## src/core/zrt_regs.svh

```systemverilog
// Constants of the zero-reset and test-signal trigger control
`ifndef ZRT_REGS_SVH
`define ZRT_REGS_SVH

// ----------------------------------------------------------------------------
// Clock and times
// ----------------------------------------------------------------------------
`define ZRT_CLK_HZ 50000000
`define ZRT_POWER_LED_MS 1000
`define ZRT_ZERO_TIME_MS 7000
`define ZRT_BLINK_HALF_MS 200
`define ZRT_BLINK_COUNT 3

// ----------------------------------------------------------------------------
// Command codes
// ----------------------------------------------------------------------------
`define ZRT_TERM_ZERO_BOTH 8'h61
`define ZRT_TERM_TEST_JUMP 8'h62
`define ZRT_CAN_ZERO_TORQUE 16'h04B1
`define ZRT_CAN_ZERO_ANGLE 16'h04B4

// ----------------------------------------------------------------------------
// Reset value and default test jump
// ----------------------------------------------------------------------------
`define ZRT_OFFSET_RST 24'h00_0000
`define ZRT_CAL_JUMP_DEF 24'h00_270B

`endif

```

## src/core/zrt_pkg.sv

```systemverilog
// Types of the zero-reset and test-signal trigger control
`default_nettype none
package zrt_pkg;

	localparam int unsigned VAL_W = 24;

	typedef logic signed [VAL_W-1:0] val_t;

	// One value for each measuring channel
	typedef struct packed {
		val_t torque;
		val_t angle;
	} chan_pair_s;

	// Channel select, one bit per channel
	typedef struct packed {
		logic torque;
		logic angle;
	} chan_sel_s;

	typedef enum logic [2:0] {
		ST_POWER = 3'b001,
		ST_IDLE = 3'b010,
		ST_ZERO = 3'b100
	} zero_state_e;

endpackage
`default_nettype wire

```

## src/core/zero_reset_trigger_control.sv

```systemverilog
// Zero-reset and test-signal trigger control for torque and angle channels
`include "zrt_regs.svh"
`default_nettype none
module zero_reset_trigger_control #(
	parameter int unsigned POWER_CYC =
		`ZRT_POWER_LED_MS * (`ZRT_CLK_HZ / 1000),
	parameter int unsigned ZERO_CYC =
		`ZRT_ZERO_TIME_MS * (`ZRT_CLK_HZ / 1000),
	parameter int unsigned BLINK_HALF_CYC =
		`ZRT_BLINK_HALF_MS * (`ZRT_CLK_HZ / 1000),
	parameter int unsigned BLINKS = `ZRT_BLINK_COUNT,
	parameter logic [zrt_pkg::VAL_W-1:0] CAL_JUMP = `ZRT_CAL_JUMP_DEF
) (
	// Clock and reset
	input wire logic i_clk_sys,
	input wire logic i_nrst,
	// Remote push buttons, active high, asynchronous
	input wire logic i_btn_torque,
	input wire logic i_btn_angle,
	// Terminal character strobe
	input wire logic i_term_valid,
	input wire logic [7:0] i_term_char,
	// CAN command strobe
	input wire logic i_can_valid,
	input wire logic [15:0] i_can_cmd,
	// Measured samples
	input wire logic i_sample_valid,
	input wire zrt_pkg::chan_pair_s i_sample,
	// Corrected outputs
	output zrt_pkg::chan_pair_s o_value,
	output logic o_value_valid,
	// Status and LEDs
	output logic o_cal_jump,
	output zrt_pkg::chan_sel_s o_busy,
	output logic o_led_torque,
	output logic o_led_angle
);

	// ------------------------------------------------------------------------
	// Reset release
	// ------------------------------------------------------------------------
	logic [1:0] rst_sync_r;
	logic rst_n;

	always_ff @(posedge i_clk_sys or negedge i_nrst)
	begin
		if (!i_nrst)
			rst_sync_r <= 2'b00;
		else
			rst_sync_r <= {rst_sync_r[0], 1'b1};
	end

	assign rst_n = rst_sync_r[1];

	// ------------------------------------------------------------------------
	// Button synchronisers and press detection
	// ------------------------------------------------------------------------
	logic [1:0] btn_s1_r;
	logic [1:0] btn_s2_r;
	logic [1:0] btn_d_r;
	logic [1:0] btn_press;

	always_ff @(posedge i_clk_sys or negedge rst_n)
	begin
		if (!rst_n)
		begin
			btn_s1_r <= 2'b00;
			btn_s2_r <= 2'b00;
			btn_d_r <= 2'b00;
		end
		else
		begin
			btn_s1_r <= {i_btn_torque, i_btn_angle};
			btn_s2_r <= btn_s1_r;
			btn_d_r <= btn_s2_r;
		end
	end

	assign btn_press = btn_s2_r & ~btn_d_r;

	// ------------------------------------------------------------------------
	// Request decode
	// ------------------------------------------------------------------------
	zrt_pkg::chan_sel_s req_term;
	zrt_pkg::chan_sel_s req_can;
	zrt_pkg::chan_sel_s req_btn;
	zrt_pkg::chan_sel_s req_all;
	logic term_zero;
	logic term_jump;

	assign term_zero = i_term_valid && i_term_char == `ZRT_TERM_ZERO_BOTH;
	assign term_jump = i_term_valid && i_term_char == `ZRT_TERM_TEST_JUMP;
	assign req_term = '{torque: term_zero, angle: term_zero};

	assign req_can.torque = i_can_valid
		&& i_can_cmd == `ZRT_CAN_ZERO_TORQUE;
	assign req_can.angle = i_can_valid
		&& i_can_cmd == `ZRT_CAN_ZERO_ANGLE;

	assign req_btn = '{torque: btn_press[1], angle: btn_press[0]};

	assign req_all = req_term | req_can | req_btn;

	// ------------------------------------------------------------------------
	// Zero sequencer
	// ------------------------------------------------------------------------
	zrt_pkg::zero_state_e state_r;
	zrt_pkg::chan_sel_s sel_r;
	logic [31:0] cnt_r;
	logic accept;
	logic zero_done;
	logic power_done;

	// Requests, the other button's among them, only taken when idle
	assign accept = state_r == zrt_pkg::ST_IDLE && req_all != 2'b00;
	// Adjustment ends at the seven second mark
	assign zero_done = state_r == zrt_pkg::ST_ZERO && cnt_r == ZERO_CYC - 1;
	assign power_done = state_r == zrt_pkg::ST_POWER
		&& cnt_r == POWER_CYC - 1;

	always_ff @(posedge i_clk_sys or negedge rst_n)
	begin
		if (!rst_n)
			state_r <= zrt_pkg::ST_POWER;
		else
		begin
			unique case (state_r)
				zrt_pkg::ST_POWER:
					if (power_done)
						state_r <= zrt_pkg::ST_IDLE;
				zrt_pkg::ST_IDLE:
					if (accept)
						state_r <= zrt_pkg::ST_ZERO;
				zrt_pkg::ST_ZERO:
					if (zero_done)
						state_r <= zrt_pkg::ST_IDLE;
				default:
					state_r <= zrt_pkg::ST_IDLE;
			endcase
		end
	end

	always_ff @(posedge i_clk_sys or negedge rst_n)
	begin
		if (!rst_n)
			cnt_r <= 32'h0000_0000;
		else if (accept || power_done || zero_done)
			cnt_r <= 32'h0000_0000;
		else if (state_r != zrt_pkg::ST_IDLE)
			cnt_r <= cnt_r + 32'h0000_0001;
	end

	always_ff @(posedge i_clk_sys or negedge rst_n)
	begin
		if (!rst_n)
			sel_r <= 2'b00;
		else if (accept)
			sel_r <= req_all;
		else if (zero_done)
			sel_r <= 2'b00;
	end

	// Busy shown from a flop; clears on the completion edge
	assign o_busy = sel_r;

	// ------------------------------------------------------------------------
	// Offsets and corrected outputs
	// ------------------------------------------------------------------------
	zrt_pkg::chan_pair_s offset_r;
	zrt_pkg::chan_pair_s last_r;
	zrt_pkg::chan_pair_s value_r;
	logic value_valid_r;
	logic cal_jump_r;

	// Latest sample held so the capture sees the present value
	always_ff @(posedge i_clk_sys or negedge rst_n)
	begin
		if (!rst_n)
			last_r <= {`ZRT_OFFSET_RST, `ZRT_OFFSET_RST};
		else if (i_sample_valid)
			last_r <= i_sample;
	end

	always_ff @(posedge i_clk_sys or negedge rst_n)
	begin
		if (!rst_n)
			offset_r <= {`ZRT_OFFSET_RST, `ZRT_OFFSET_RST};
		else if (zero_done)
		begin
			if (sel_r.torque)
				offset_r.torque <= last_r.torque;
			if (sel_r.angle)
				offset_r.angle <= last_r.angle;
		end
	end

	// Test signal toggles on each request
	always_ff @(posedge i_clk_sys or negedge rst_n)
	begin
		if (!rst_n)
			cal_jump_r <= 1'b0;
		else if (term_jump)
			cal_jump_r <= !cal_jump_r;
	end

	// Subtract offset; add jump to torque
	always_ff @(posedge i_clk_sys or negedge rst_n)
	begin
		if (!rst_n)
		begin
			value_r <= {`ZRT_OFFSET_RST, `ZRT_OFFSET_RST};
			value_valid_r <= 1'b0;
		end
		else
		begin
			value_valid_r <= i_sample_valid;
			if (i_sample_valid)
			begin
				value_r.torque <= i_sample.torque - offset_r.torque
					+ (cal_jump_r ? CAL_JUMP : `ZRT_OFFSET_RST);
				value_r.angle <= i_sample.angle - offset_r.angle;
			end
		end
	end

	assign o_value = value_r;
	assign o_value_valid = value_valid_r;
	assign o_cal_jump = cal_jump_r;

	// ------------------------------------------------------------------------
	// Button LEDs
	// ------------------------------------------------------------------------
	logic power_led;
	logic blink_torque;
	logic blink_angle;

	assign power_led = state_r == zrt_pkg::ST_POWER;
	// Blink only for an accepted button press
	assign blink_torque = accept && req_btn.torque;
	assign blink_angle = accept && req_btn.angle;

	led_blinker #(
		.HALF_CYC(BLINK_HALF_CYC),
		.BLINKS(BLINKS)
	) u_led_torque (
		.i_clk_sys(i_clk_sys),
		.i_rst_n(rst_n),
		.i_force(power_led),
		.i_start(blink_torque),
		.o_led(o_led_torque)
	);

	led_blinker #(
		.HALF_CYC(BLINK_HALF_CYC),
		.BLINKS(BLINKS)
	) u_led_angle (
		.i_clk_sys(i_clk_sys),
		.i_rst_n(rst_n),
		.i_force(power_led),
		.i_start(blink_angle),
		.o_led(o_led_angle)
	);

endmodule
`default_nettype wire

```

## src/core/led_blinker.sv

```systemverilog
// Button LED driver: forced on, or a burst of blinks after a start pulse
`default_nettype none
module led_blinker #(
	parameter int unsigned HALF_CYC = 10000000,
	parameter int unsigned BLINKS = 3
) (
	// Clock and reset
	input wire logic i_clk_sys,
	input wire logic i_rst_n,
	// Control
	input wire logic i_force,
	input wire logic i_start,
	// LED
	output logic o_led
);

	localparam int unsigned PHASES = 2 * BLINKS;

	logic [31:0] cnt_r;
	logic [7:0] phase_r;
	logic led_r;

	// ------------------------------------------------------------------------
	// Blink sequencer
	// ------------------------------------------------------------------------
	always_ff @(posedge i_clk_sys or negedge i_rst_n)
	begin
		if (!i_rst_n)
		begin
			cnt_r <= 32'h0000_0000;
			phase_r <= 8'h00;
		end
		else if (i_start)
		begin
			cnt_r <= 32'h0000_0000;
			phase_r <= 8'(PHASES);
		end
		else if (phase_r != 8'h00)
		begin
			if (cnt_r == HALF_CYC - 1)
			begin
				cnt_r <= 32'h0000_0000;
				phase_r <= phase_r - 8'h01;
			end
			else
				cnt_r <= cnt_r + 32'h0000_0001;
		end
	end

	// Next half lit when an even, nonzero count remains; burst opens lit
	always_ff @(posedge i_clk_sys or negedge i_rst_n)
	begin
		if (!i_rst_n)
			led_r <= 1'b0;
		else if (i_force)
			led_r <= 1'b1;
		else if (i_start)
			led_r <= 1'b1;
		else if (phase_r != 8'h00 && cnt_r == HALF_CYC - 1)
			led_r <= (phase_r != 8'h01) && phase_r[0];
		else if (phase_r == 8'h00)
			led_r <= 1'b0;
	end

	assign o_led = led_r;

endmodule
`default_nettype wire

```

## config.mk

```make
export PLATFORM = sky130hd
export DESIGN_NAME = zero_reset_trigger_control
export DESIGN_NICKNAME = d
export VERILOG_FILES = /design/src/core/zrt_pkg.sv /design/src/core/zero_reset_trigger_control.sv /design/src/core/led_blinker.sv
export VERILOG_INCLUDE_DIRS = /design/src /design/src/core
export SDC_FILE = /design/constraint.sdc
export NUM_CORES = 1
export LEC_CHECK = 0
export ABC_AREA = 1
export BUFFER_PORTS_ARGS = -buffer_cell sky130_fd_sc_hd__buf_2
export CORE_MARGIN = 3
export CORE_UTILIZATION = 41
export DETAILED_ROUTE_END_ITERATION = 16
export MAX_ROUTING_LAYER = met4
export SETUP_SLACK_MARGIN = 0.1
export SLEW_MARGIN = 20
export SYNTH_ARGS = -nofsm -noshare
export SYNTH_HDL_FRONTEND = slang
export SYNTH_SLANG_ARGS = --single-unit
```

## constraint.sdc

```tcl
create_clock -name i_clk_sys -period 15.9 [get_ports i_clk_sys]
set_clock_uncertainty 0.2 [all_clocks]
set_input_delay 4.77 -clock i_clk_sys [delete_from_list [all_inputs] [get_ports i_clk_sys]]
set_output_delay 4.77 -clock i_clk_sys [all_outputs]
set_load 0.005 [all_outputs]
```

# Word level (Yosys, flattened, before mapping)

Index checks and enable logic that the tools add are counted.
Widths: inputs -> output; s select.

Bitwise gates (word level): 4
Reductions and logical operators: 34
Add/subtract/negate cells: 8
Equal/unequal tests: 17
Multiplexer cells: 29

Operators with widths:

| kind                  | number |
|---|---|
| $mux 32               | 8 |
| $add 32x1->32 const B | 3 |
| $eq 32x24->1 const B  | 2 |
| $mux 8                | 6 |
| $sub 24x24->24        | 2 |
| $eq 16x11->1 const B  | 2 |
| $eq 32x26->1 const B  | 1 |
| $eq 32x29->1 const B  | 1 |
| $add 24x14->24        | 1 |
| $eq 8x7->1 const B    | 2 |
| $logic_not 8->1       | 2 |
| $ne 8x1->1 const B    | 2 |
| $reduce_bool 8->1     | 2 |
| $sub 8x1->8 const B   | 2 |
| $mux 14               | 1 |
| $reduce_bool 2->1     | 7 |
| $logic_and 1x1->1     | 13 |
| $mux 3                | 3 |
| $pmux 3 s3            | 1 |
| $mux 1                | 8 |
| $reduce_and 2->1      | 4 |
| $reduce_bool 4->1     | 2 |
| $ne 2x2->1 const B    | 3 |
| $mux 2                | 2 |
| other kinds (10)      | 12 |

Bits of input ports: 79
Flip-flop bits (word level): 273

# Depth between registers and ports, before layout

Gate-level depths: netlist (run 1).

Depth after elaboration: 9
Gate-level depth with buffers: 16
Depth with buffers taken out: 16

# By module

From an unflattened synthesis (run 1), not the netlist that was laid out.

Cell total of the unflattened synthesis: 2511
Area, all modules: 17441.7 um^2

By module, submodules not included:

| module                      | area an instance (um^2) | seq. area each (um^2) | instances | cells an instance |
|---|---|---|---|---|
| zero_reset_trigger_control  | 11489.8                 | 4780.8                | 1         | 1561 |
| led_blinker at u_led_angle  | 3049.2                  | 1026.0                | 1         | 488 |
| led_blinker at u_led_torque | 2902.8                  | 1026.0                | 1         | 462 |

# Worst setup path after synthesis (run 1)

No wires, ideal clock.

Path kind: input -> register
Start point: input i_sample[25] (netlist bit)
End point: register value_r, in the netlist o_value[40]
Library setup time: 0.118 ns
Slack: 9.072 ns
Data arrival time: 6.510 ns
Stages: 13
Path through: inv_1 > fa_1 > inv_1 > fa_1 > nand2_1 > nand2_1 > and2_1 > inv_1 > o21bai_1 > nand2_1 > nand3_1 > nand3_1 > nand2_1

Longest elaborated chain between the ends: 2

Ends and longest elaborated chain:

| what                 | RTL line                          | RTL |
|---|---|---|
| start, declared      | zero_reset_trigger_control.sv:28  | `input wire zrt_pkg::chan_pair_s i_sample,` |
| $sub 24x24->24       | zero_reset_trigger_control.sv:219 | `value_r.torque <= i_sample.torque - offset_r.torque` |
| $add 24x14->24       | zero_reset_trigger_control.sv:219 |  |
| end signal, assigned | zero_reset_trigger_control.sv:211 | `` value_r <= {`ZRT_OFFSET_RST, `ZRT_OFFSET_RST}; `` |
| end, declared        | zero_reset_trigger_control.sv:171 | `zrt_pkg::chan_pair_s value_r;` |

Every way passes these cells.
A chain may end at the register's enable or synchronous reset.

# Worst setup path in the final report (run 1)

Start point: input i_sample[25] (netlist bit)
End point: register value_r, in the netlist o_value[42]

Same word-level chain as after synthesis.

==> results.md, run 1 <==
### Timing
- **setup_tns** 0 ps
- **worst slew pin tran** 919 ps
- **worst hold slack across all endpoints** 20.5 ps
- **worst slew margin relative to its limit** 38.7%
- **post-layout minimum cycle time** 6670 ps
- **RSZ-0062 raised after global routing** false
- **final setup violation count** 0
- **period utilization** 41.9%
- **max-slew violation count** 0
- **final number of hold-violating endpoints** 0
- **upper clock frequency limit** 150 MHz

### Detailed routing
- **vias per cell** 5.04
- **DRC Markers** 0
- **via total after detailed routing** 14,800
- **wire per inst** 15.1 µm
- **antenna viol nets, final** 0
- **drt initial violations** 969
- **Final Routed Wirelength** 44,400 µm
- **DR pass1 iterations** 5

### Floorplan
- **Std-Cell Rows** 72
- **initial cell density of the core** 42.0%
- **Core ar.** 39,200 µm²
- **vertical die dimension** 206 µm
- **die footprint** 42,600 µm²
- **x dimension of the die** 206 µm
- **I/O pin cnt** 133

### Clock network
- **clk slew on worst S/H paths** 60 ps
- **Num CTS Buffers** 34
- **Clock Latency Late Sink** 550 ps
- **number of buffers on the longest clock path** 3
- **# hold bufs at CTS** 0
- **number of H-tree branching levels** 2
- **TritonCTS clock tree** built
- **TritonCTS Sinks** 273
- **count of buffers added by post-CTS timing repair for setup** 0
- **clock root buffer master** sky130_fd_sc_hd__clkbuf_16
- **number of gates resized after CTS** 0

### Power
- **leak pwr** 9.30 nW
- **Cell Pwr Density** 104 nW/µm²
- **maximum ir drop on the vdd rail** 0.0576 mV
- **switching power total** 0.623 mW
- **part of the total power dissipated in combinational logic** 20.0%
- **internal power summed over all cells** 1.32 mW
- **fraction of power consumed by sequential logic** 42.5%
- **Final Power** 1.94 mW
- **switching part of the total** 32.1%
- **share of total power in the clock network** 37.6%

### Yosys
- **portion of the post-synthesis area used by sequential elements** 41.5%
- **Syn Std Cell Area** 16,500 µm²
- **syn nets** 2,424
- **Gate Count Post-Synth** 2,265
- **synthesized area per cell** 7.27 µm²
- **register bit count reported by yosys** 273
- **number of unique standard cell types used by synthesis** 44
- **Yosys warning total** 0

### Worst setup path
- **crit path cell chain** buf_2, inv_1, fa_1, inv_1, fa_1, nand2_1, nand2_1, nand3_1, nand2_1, nand2_1, nand2_1, nand2_1, nand3b_1, nand3_1, nand2_1
- **category of the most critical setup path** in2reg
- **Crit Reg-Reg Startpoint** state_r[0]$_DFFE_PN1P_
- **Worst Setup Start Kind** primary input
- **critical path endpoint category** flip-flop
- **Crit-path slowest cell** sky130_fd_sc_hd__fa_1
- **Crit path arrival time** 6910 ps
- **setup slack of the most critical reg-to-reg path** 11,800 ps
- **peak per-stage delay on the critical path** 530 ps
- **most prevalent standard cell on the critical path** sky130_fd_sc_hd__nand2_1
- **sum of buffers and inverters on the critical path** 3
- **logic depth of the worst register-to-register path** 8
- **end of the worst register-to-register path** u_led_torque.cnt_r[10]$_DFFE_PN0P_
- **family of cells with the greatest summed delay on the critical path** adder cells
- **crit-path max FO** 4
- **launch point of the critical path** i_sample[25]
- **CP required** 16,140 ps

### Cells and area
- **proportion of layout cells with a drive suffix above 1** 9.66%
- **layout-stage area growth over the synthesis result** 13.2%
- **most frequent cells in the layout** 719 x sky130_fd_sc_hd__nand2_1, 284 x sky130_fd_sc_hd__inv_1, 271 x sky130_fd_sc_hd__dfrtp_1
- **most frequent standard cell in the layout excluding fill and tap cells** sky130_fd_sc_hd__nand2_1
- **final-stage net count** 2,552

### Status
- **status** completed

### Place
- **detailed-placement wirelength estimate** 32,800 µm
- **number of port buffers** 132
- **Final GP Congestion** 0.932

### Global routing
- **aggregate global routing overflow** 0
- **vias in the first global route** 14,300
- **pin count of the biggest net entering global routing** 110
- **global-route wire length before repair** 73,400 µm
- **total routing usage reported by global routing** 21.9%
- **number of antenna violations at the first check in global routing** 1

### Hold path
- **hold crit path type** reg2async

### Job
- **Max Cap Violations** 0

routing by layer:
metal  vias to the layer above  GRT usage (%)  wire length, µm
li1                       7483              -                -
met1                      6912           30.1            21200
met2                       297           33.4            19900
met3                        80           2.68             1830
met4                         0           7.76             1410
met5                         -              -                0
state kept, by name, indices dropped and copies added (netlist names):
name / cells
btn_d_r: 2
btn_s1_r: 2
btn_s2_r: 2
cnt_r: 32
last_r: 48
o_busy: 2
o_cal_jump: 1
o_value: 48
o_value_valid: 1
offset_r: 48
rst_sync_r: 2
state_r: 3
u_led_angle.cnt_r: 32
u_led_angle.o_led: 1
u_led_angle.phase_r: 8
u_led_torque.cnt_r: 32
u_led_torque.o_led: 1
u_led_torque.phase_r: 8
power groups by stage:
stage	clock network, mW	registers (mW)	logic [mW]
6_report	0.730	0.826	0.388
4_1_cts	0.749	0.829	0.389
3_3_place_gp	0	0.838	0.383
3_5_place_dp	0	0.840	0.388
5_1_grt	0.780	0.837	0.449
2_1_floorplan	0	0.832	0.273
cell usage after synthesis (all sizes together):
cell | number | area (µm²)
o21a | 2 | 15.0
conb | 1 | 3.75
nand4 | 67 | 419
o21ai | 149 | 783
fa | 8 | 160
or2 | 7 | 43.8
a31oi | 9 | 56.3
nand3 | 133 | 681
xnor2 | 21 | 184
and3 | 1 | 6.26
dfrtp | 272 | 6810
a32o | 1 | 10.0
nand3b | 10 | 75.1
o21bai | 3 | 22.5
nor3 | 69 | 360
a21boi | 1 | 7.51
clkinv | 2 | 8.75
buf | 26 | 180
and2 | 3 | 18.8
nand2 | 727 | 2750
nor4 | 4 | 25.0
a21oi | 60 | 300
nor3b | 2 | 15.0
nor2 | 235 | 890
inv | 289 | 1090
o22ai | 17 | 106
xor2 | 51 | 447
dfstp | 1 | 26.3
clkbuf | 22 | 82.6
ha | 72 | 901
cells by family (layout without fill, tap and decap cells):
family | after synthesis | in the layout | synth area share, %
and+or+nand+nor | 1258 | 1258 | 32.1
buffers and inverters | 339 | 485 | 8.25
DFF | 273 | 273 | 41.5
AOI/OAI and AO/OA | 242 | 242 | 7.90
adders and majority gates | 80 | 80 | 6.44
xor gates and xnor gates | 72 | 72 | 3.83
other | 1 | 2 | 0.0228
metrics by stage:
| stage | util (%) | setup slack, ps | cell area, µm² | instances |
|---|---|---|---|---|
| detailed placement | 44.9 | 8660 | 17600 | 2874 |
| finish | 47.6 | 9230 | 18600 | 2930 |
| global route | 47.6 | 8940 | 18600 | 2930 |
| global placement | 44.9 | 8700 | 17600 | 2874 |
| floorplan | - | 7530 | 16500 | 2265 |
| CTS | 47.5 | 9250 | 18600 | 2928 |
how the worst max path moves through the flow:
stage	slack (ps)	cells past startpoint	endpoint
floorplan	7530	0	btn_d_r[0]$_DFF_PN0_
global placement	8700	15	o_value[42]$_DFFE_PN0P_
detailed placement	8660	15	o_value[42]$_DFFE_PN0P_
CTS	9250	15	o_value[42]$_DFFE_PN0P_
global route	8940	14	o_value[43]$_DFFE_PN0P_
finish	9230	15	o_value[42]$_DFFE_PN0P_
cell type report:
cell class                      instances  area (µm²)
Antenna cell                            1        2.50
Clock buffer                           44         958
Clock inverter                         10        71.3
Fill cell                            4047       20500
Inverter                              291        1100
Multi-Input combinational cell       1653        8280
Sequential cell                       273        6840
Tap cell                              518         648
Timing Repair Buffer                  140         747
(Power assumes the default switching activity.)
==> run 2, diff against run 1 <==
==> constraint.sdc (replaced) <==
create_clock -name i_clk_sys -period 6.4 [get_ports i_clk_sys]
set_clock_uncertainty 0.2 [all_clocks]
set_input_delay 1.92 -clock i_clk_sys [delete_from_list [all_inputs] [get_ports i_clk_sys]]
set_output_delay 1.92 -clock i_clk_sys [all_outputs]
set_load 0.005 [all_outputs]
==> results.md, run 2 (synthesis gave the netlist of run 1 again) <==
### Status
- **status** completed

### Timing
- **worst slew pin tran** 977 ps, +57.6 ps
- **setup_tns** 0 ps, unchanged
- **worst slew margin relative to its limit** 34.9%, -3.8 points
- **period utilization** 62.1%
- **worst hold slack across all endpoints** 148 ps, +128 ps
- **final number of hold-violating endpoints** 0, unchanged
- **upper clock frequency limit** 251 MHz
- **max-slew violation count** 0, unchanged
- **RSZ-0062 raised after global routing** false
- **post-layout minimum cycle time** 3980 ps
- **final setup violation count** 0, unchanged

### Clock network
- **TritonCTS Sinks** 273, unchanged
- **number of buffers on the longest clock path** 3, unchanged
- **clock root buffer master** sky130_fd_sc_hd__clkbuf_16
- **Num CTS Buffers** 34, unchanged
- **TritonCTS clock tree** built
- **clk slew on worst S/H paths** 60 ps, about the same
- **Clock Latency Late Sink** 530 ps, -20 ps
- **number of H-tree branching levels** 2, unchanged
- **# hold bufs at CTS** 0, unchanged
- **count of buffers added by post-CTS timing repair for setup** 0, unchanged
- **number of gates resized after CTS** 0, unchanged

### Worst setup path
- **logic depth of the worst register-to-register path** 8, unchanged
- **Crit path arrival time** 4200 ps, -2710 ps
- **Crit Reg-Reg Startpoint** state_r[0]$_DFFE_PN1P_
- **category of the most critical setup path** reg2reg
- **Worst Setup Start Kind** flip-flop
- **CP required** 6630 ps, -9510 ps
- **peak per-stage delay on the critical path** 640 ps, +110 ps
- **crit path cell chain** inv_1, nand3_2, inv_2, nand2_1, nand2_2, nand2_2, clkinv_1, nor3_1
- **most prevalent standard cell on the critical path** sky130_fd_sc_hd__nand2_2
- **end of the worst register-to-register path** u_led_torque.cnt_r[2]$_DFFE_PN0P_
- **critical path endpoint category** flip-flop
- **launch point of the critical path** state_r[0]$_DFFE_PN1P_
- **Crit-path slowest cell** sky130_fd_sc_hd__nand2_1
- **crit-path max FO** 35, +31
- **Critical path destination** u_led_torque.cnt_r[2]$_DFFE_PN0P_
- **setup slack of the most critical reg-to-reg path** 2420 ps, -9380 ps

### Place
- **detailed-placement wirelength estimate** 32,500 µm, -0.92%
- **cell area reported after detailed placement** 17,600 µm², about the same
- **Final GP Congestion** 0.909, -2.5%
- **number of instances in the placed design** 2,873, -0.035%
- **number of port buffers** 132, unchanged

### Global routing
- **pin count of the biggest net entering global routing** 162, +47%
- **total routing usage reported by global routing** 21.7%, -0.21 points
- **vias in the first global route** 14,200, -1.1%
- **Most Crowded Layer GR** met2
- **global routing met1 resource utilization** 29.2%, -0.95 points
- **aggregate global routing overflow** 0, unchanged
- **number of antenna violations at the first check in global routing** 0, -1
- **GRT met3 Usage** 3.28%, +0.60 points
- **global-route wire length before repair** 72,700 µm, -0.99%
- **global-route met2 utilization** 34.6%, +1.1 points

### Detailed routing
- **via total after detailed routing** 14,700, -0.32%
- **DRC Markers** 0, unchanged
- **antenna viol nets, final** 0, unchanged
- **DR pass1 iterations** 5, unchanged
- **Final Routed Wirelength** 44,100 µm, -0.63%
- **wire per inst** 15.0 µm, -0.70%
- **drt initial violations** 809, -17%
- **vias per cell** 5.02, -0.39%

### Cells and area
- **post-route cell area** 18,800 µm², +0.95%
- **layout-stage area growth over the synthesis result** 14.2%
- **most frequent cells in the layout** 719 x sky130_fd_sc_hd__nand2_1, 284 x sky130_fd_sc_hd__inv_1, 271 x sky130_fd_sc_hd__dfrtp_1
- **final-stage net count** 2,550, -0.078%
- **most frequent standard cell in the layout excluding fill and tap cells** sky130_fd_sc_hd__nand2_1
- **antenna diode count** 0, -1
- **proportion of layout cells with a drive suffix above 1** 9.86%, +0.20 points
- **final cell count without fillers** 2,932, +0.068%
- **number of fill cells in the layout** 3,961, -2.1%

### Power
- **switching part of the total** 30.5%, -1.6 points
- **Cell Pwr Density** 272 nW/µm², +160%
- **internal power summed over all cells** 3.56 mW, +170%
- **part of the total power dissipated in combinational logic** 18.8%, -1.2 points
- **switching power total** 1.56 mW, +150%
- **fraction of power consumed by sequential logic** 40.2%, -2.3 points
- **maximum ir drop on the vdd rail** 0.160 mV, +180%
- **share of total power in the clock network** 41.0%, +3.4 points
- **leak pwr** 9.39 nW, +0.97%

### Floorplan
- **I/O pin cnt** 133, unchanged
- **Std-Cell Rows** 72, unchanged
- **x dimension of the die** 206 µm, unchanged
- **Core ar.** 39,200 µm², unchanged
- **vertical die dimension** 206 µm, unchanged
- **initial cell density of the core** 42.0%, unchanged
- **die footprint** 42,600 µm², unchanged

### Job
- **Max Cap Violations** 0, unchanged

### Hold path
- **hold crit path type** reg2reg

==> run 2: layer usage <==
metal / vias to the layer above / wire length [µm]
li1: 7490 / -
met1: 6896 / 20800
met2: 282 / 20200
met3: 57 / 2160
met4: 0 / 894
met5: - / 0
==> run 2: cell type report <==
type,count,area (µm²),area share (%)
Multi-Input combinational cell,1653,8280,44.0
Clock inverter,10,154,0.818
Timing Repair Buffer,138,721,3.83
Clock buffer,49,1080,5.74
Inverter,291,1100,5.83
Tap cell,518,648,3.44
Sequential cell,273,6840,36.3
==> run 2: worst max-delay path: cells and delay by family, from the launching register on <==
family	cells	cell delay, ps
simple gates	5	2390
buf+inv	3	730
flops	1	530
==> run 2: per-stage QoR <==
stage | worst slack, ps | total power, mW | utilization [%]
finish | 2420 | 5.11 | 48.0
global route | 2000 | 5.42 | 48.0
CTS | 2340 | 5.18 | 48.0
detailed placement | 2070 | 3.06 | 44.9
global placement | 2130 | 3.03 | 44.9
floorplan | 1730 | 2.74 | -
==> run 2: power by group through the flow <==
stage,sequential [mW],combinational [mW],clock (mW)
after CTS,2.06,0.975,2.15
final,2.06,0.962,2.10
after global placement,2.08,0.950,0
after detailed placement,2.08,0.971,0
after global routing,2.08,1.11,2.22
after floorplan,2.07,0.677,0
==> run 2: worst min path at each step <==
stage                             from                 endpoint  slack, ps  depth (start not counted)
6_report         btn_s1_r[1]$_DFF_PN0_    btn_s2_r[1]$_DFF_PN0_        150                          0
5_1_grt        rst_sync_r[0]$_DFF_PN0_  rst_sync_r[1]$_DFF_PN0_        160                          0
4_1_cts          btn_s1_r[0]$_DFF_PN0_    btn_s2_r[0]$_DFF_PN0_        150                          0
3_5_place_dp     btn_s1_r[0]$_DFF_PN0_    btn_s2_r[0]$_DFF_PN0_        140                          0
3_3_place_gp     btn_s1_r[0]$_DFF_PN0_    btn_s2_r[0]$_DFF_PN0_        130                          0
2_1_floorplan  rst_sync_r[0]$_DFF_PN0_  rst_sync_r[1]$_DFF_PN0_        130                          0
==> run 3, diff against run 2 <==
==> constraint.sdc (replaced) <==
create_clock -name i_clk_sys -period 3.66 [get_ports i_clk_sys]
set_clock_uncertainty 0.2 [all_clocks]
set_input_delay 1.098 -clock i_clk_sys [delete_from_list [all_inputs] [get_ports i_clk_sys]]
set_output_delay 1.098 -clock i_clk_sys [all_outputs]
set_load 0.005 [all_outputs]
==> results.md, run 3 (synthesis gave the netlist of run 1 again) <==
### Status
- **status** completed

### Cells and area
- **final-stage net count** 2,563, +0.51%
- **most frequent standard cell in the layout excluding fill and tap cells** sky130_fd_sc_hd__nand2_1
- **proportion of layout cells with a drive suffix above 1** 10.1%, +0.24 points
- **most frequent cells in the layout** 719 x sky130_fd_sc_hd__nand2_1, 284 x sky130_fd_sc_hd__inv_1, 271 x sky130_fd_sc_hd__dfrtp_1
- **layout-stage area growth over the synthesis result** 14.7%

### Power
- **Cell Pwr Density** 465 nW/µm², +71%
- **maximum ir drop on the vdd rail** 0.269 mV, +68%
- **leak pwr** 9.41 nW, +0.30%

### Worst setup path
- **Crit path arrival time** 3330 ps, -870 ps
- **Worst Setup Start Kind** flip-flop
- **CP required** 3880 ps, -2750 ps
- **crit-path max FO** 5, -86%
- **category of the most critical setup path** reg2reg
- **critical path endpoint category** flip-flop

### Hold path
- **hold crit path type** in2async

### Detailed routing
- **drt initial violations** 854, +5.6%
- **antenna viol nets, final** 0, unchanged
- **via total after detailed routing** 14,700, +0.027%
- **DRC Markers** 0, unchanged
- **Final Routed Wirelength** 43,600 µm, -1.2%
- **wire per inst** 14.8 µm, -1.7%
- **vias per cell** 4.99, -0.55%
- **DR pass1 iterations** 5, unchanged

### Clock network
- **TritonCTS clock tree** built
- **number of H-tree branching levels** 2, unchanged
- **number of buffers on the longest clock path** 3, unchanged
- **# hold bufs at CTS** 0, unchanged
- **number of gates resized after CTS** 0, unchanged
- **TritonCTS Sinks** 273, unchanged
- **Clock Latency Late Sink** 540 ps, about the same
- **count of buffers added by post-CTS timing repair for setup** 0, unchanged
- **Num CTS Buffers** 34, unchanged
- **clk slew on worst S/H paths** 60 ps, about the same
- **clock root buffer master** sky130_fd_sc_hd__clkbuf_16

### Timing
- **post-layout minimum cycle time** 3120 ps, -859 ps
- **final setup violation count** 0, unchanged
- **RSZ-0062 raised after global routing** false
- **max-slew violation count** 0, unchanged
- **worst slew pin tran** 1010 ps, +28.9 ps
- **final number of hold-violating endpoints** 0, unchanged
- **upper clock frequency limit** 321 MHz, +28%
- **setup ws final** 541 ps, -1880 ps
- **worst slew margin relative to its limit** 32.9%, -1.9 points
- **period utilization** 85.2%, +23 points
- **setup_tns** 0 ps, unchanged

### Global routing
- **global-route wire length before repair** 71,900 µm, -1.1%
- **total routing usage reported by global routing** 21.4%, -0.25 points
- **pin count of the biggest net entering global routing** 85, -48%
- **vias in the first global route** 14,100, -0.46%
- **aggregate global routing overflow** 0, unchanged
- **number of antenna violations at the first check in global routing** 4, +4

### Place
- **number of port buffers** 132, unchanged
- **Final GP Congestion** 0.914, +0.55%
- **pre-CTS WS** 144 ps, -1930 ps
- **detailed-placement wirelength estimate** 32,700 µm, +0.63%

### Floorplan
- **Std-Cell Rows** 72, unchanged
- **x dimension of the die** 206 µm, unchanged
- **I/O pin cnt** 133, unchanged
- **initial cell density of the core** 42.0%, unchanged
- **Core ar.** 39,200 µm², unchanged
- **die footprint** 42,600 µm², unchanged
- **vertical die dimension** 206 µm, unchanged

### Job
- **Max Cap Violations** 0, unchanged

## run 3: cell count changes in the layout (fill, tap and decap cells not counted), sizes merged
cell      previous run  this run
clkinv               9         7
clkbuf              49        50
diode                0         4
bufinv               4         3
clkinvlp             0         2
buf                138       151
## run 3: power breakdown
group / switching [mW] / internal [mW] / total, mW
clock: 1.30 / 2.17 / 3.47
combinational: 1.11 / 0.605 / 1.72
sequential: 0.275 / 3.32 / 3.60
total: 2.69 / 6.09 / 8.78
## run 3: layout make-up
cell class,instances,area (µm²)
Tap cell,518,648
Timing Repair Buffer,151,866
Inverter,291,1100
Clock buffer,50,1030
Fill cell,3951,20300
Multi-Input combinational cell,1653,8280
Sequential cell,273,6840
Clock inverter,9,125
Antenna cell,4,10.0
## run 3: through the flow
step	hold slack [ps]	instances	instance area (µm²)	utilization (%)	total power, mW
after CTS	113	2945	18900	48.2	8.92
after global routing	117	2948	18900	48.2	9.31
after global placement	135	2886	17700	45.2	5.34
after floorplan	131	2265	16500	-	4.80
final	141	2949	18900	48.2	8.78
after detailed placement	136	2886	17700	45.2	5.38
## run 3: worst max-delay path, cell delays in order (launching register included)
cell and delay, ps:
sky130_fd_sc_hd__dfrtp_1 560, sky130_fd_sc_hd__inv_1 290, sky130_fd_sc_hd__fa_1 570, sky130_fd_sc_hd__inv_1 70
sky130_fd_sc_hd__fa_1 450, sky130_fd_sc_hd__nand2_1 100, sky130_fd_sc_hd__nand2_1 70, sky130_fd_sc_hd__nand3_1 70
sky130_fd_sc_hd__nand2_1 130, sky130_fd_sc_hd__nand2_1 90, sky130_fd_sc_hd__nand2_1 90, sky130_fd_sc_hd__nand2_1 100
sky130_fd_sc_hd__nand3b_1 80, sky130_fd_sc_hd__nand3_1 80, sky130_fd_sc_hd__nand2_1 60
## run 3: final timing paths
path	start	endpoint	slack, ps	depth (start not counted)
worst max-delay path	o_cal_jump$_DFFE_PN0P_	o_value[42]$_DFFE_PN0P_	540	14
worst min-delay path	i_nrst	rst_sync_r[1]$_DFF_PN0_	140	1
worst max register to register	o_cal_jump$_DFFE_PN0P_	o_value[42]$_DFFE_PN0P_	540	14
worst min register to register	rst_sync_r[0]$_DFF_PN0_	rst_sync_r[1]$_DFF_PN0_	150	0
max in group asynchronous	rst_sync_r[1]$_DFF_PN0_	u_led_torque.cnt_r[21]$_DFFE_PN0P_	2030	1
min in group i_clk_sys	rst_sync_r[0]$_DFF_PN0_	rst_sync_r[1]$_DFF_PN0_	150	0
## run 3: per-layer routing
layer,track usage (%),up-vias,wire (µm)
li1,-,7546,-
met2,33.6,285,20000
met5,-,-,0
met3,4.13,52,2090
met4,5.62,0,839
met1,28.6,6846,20600
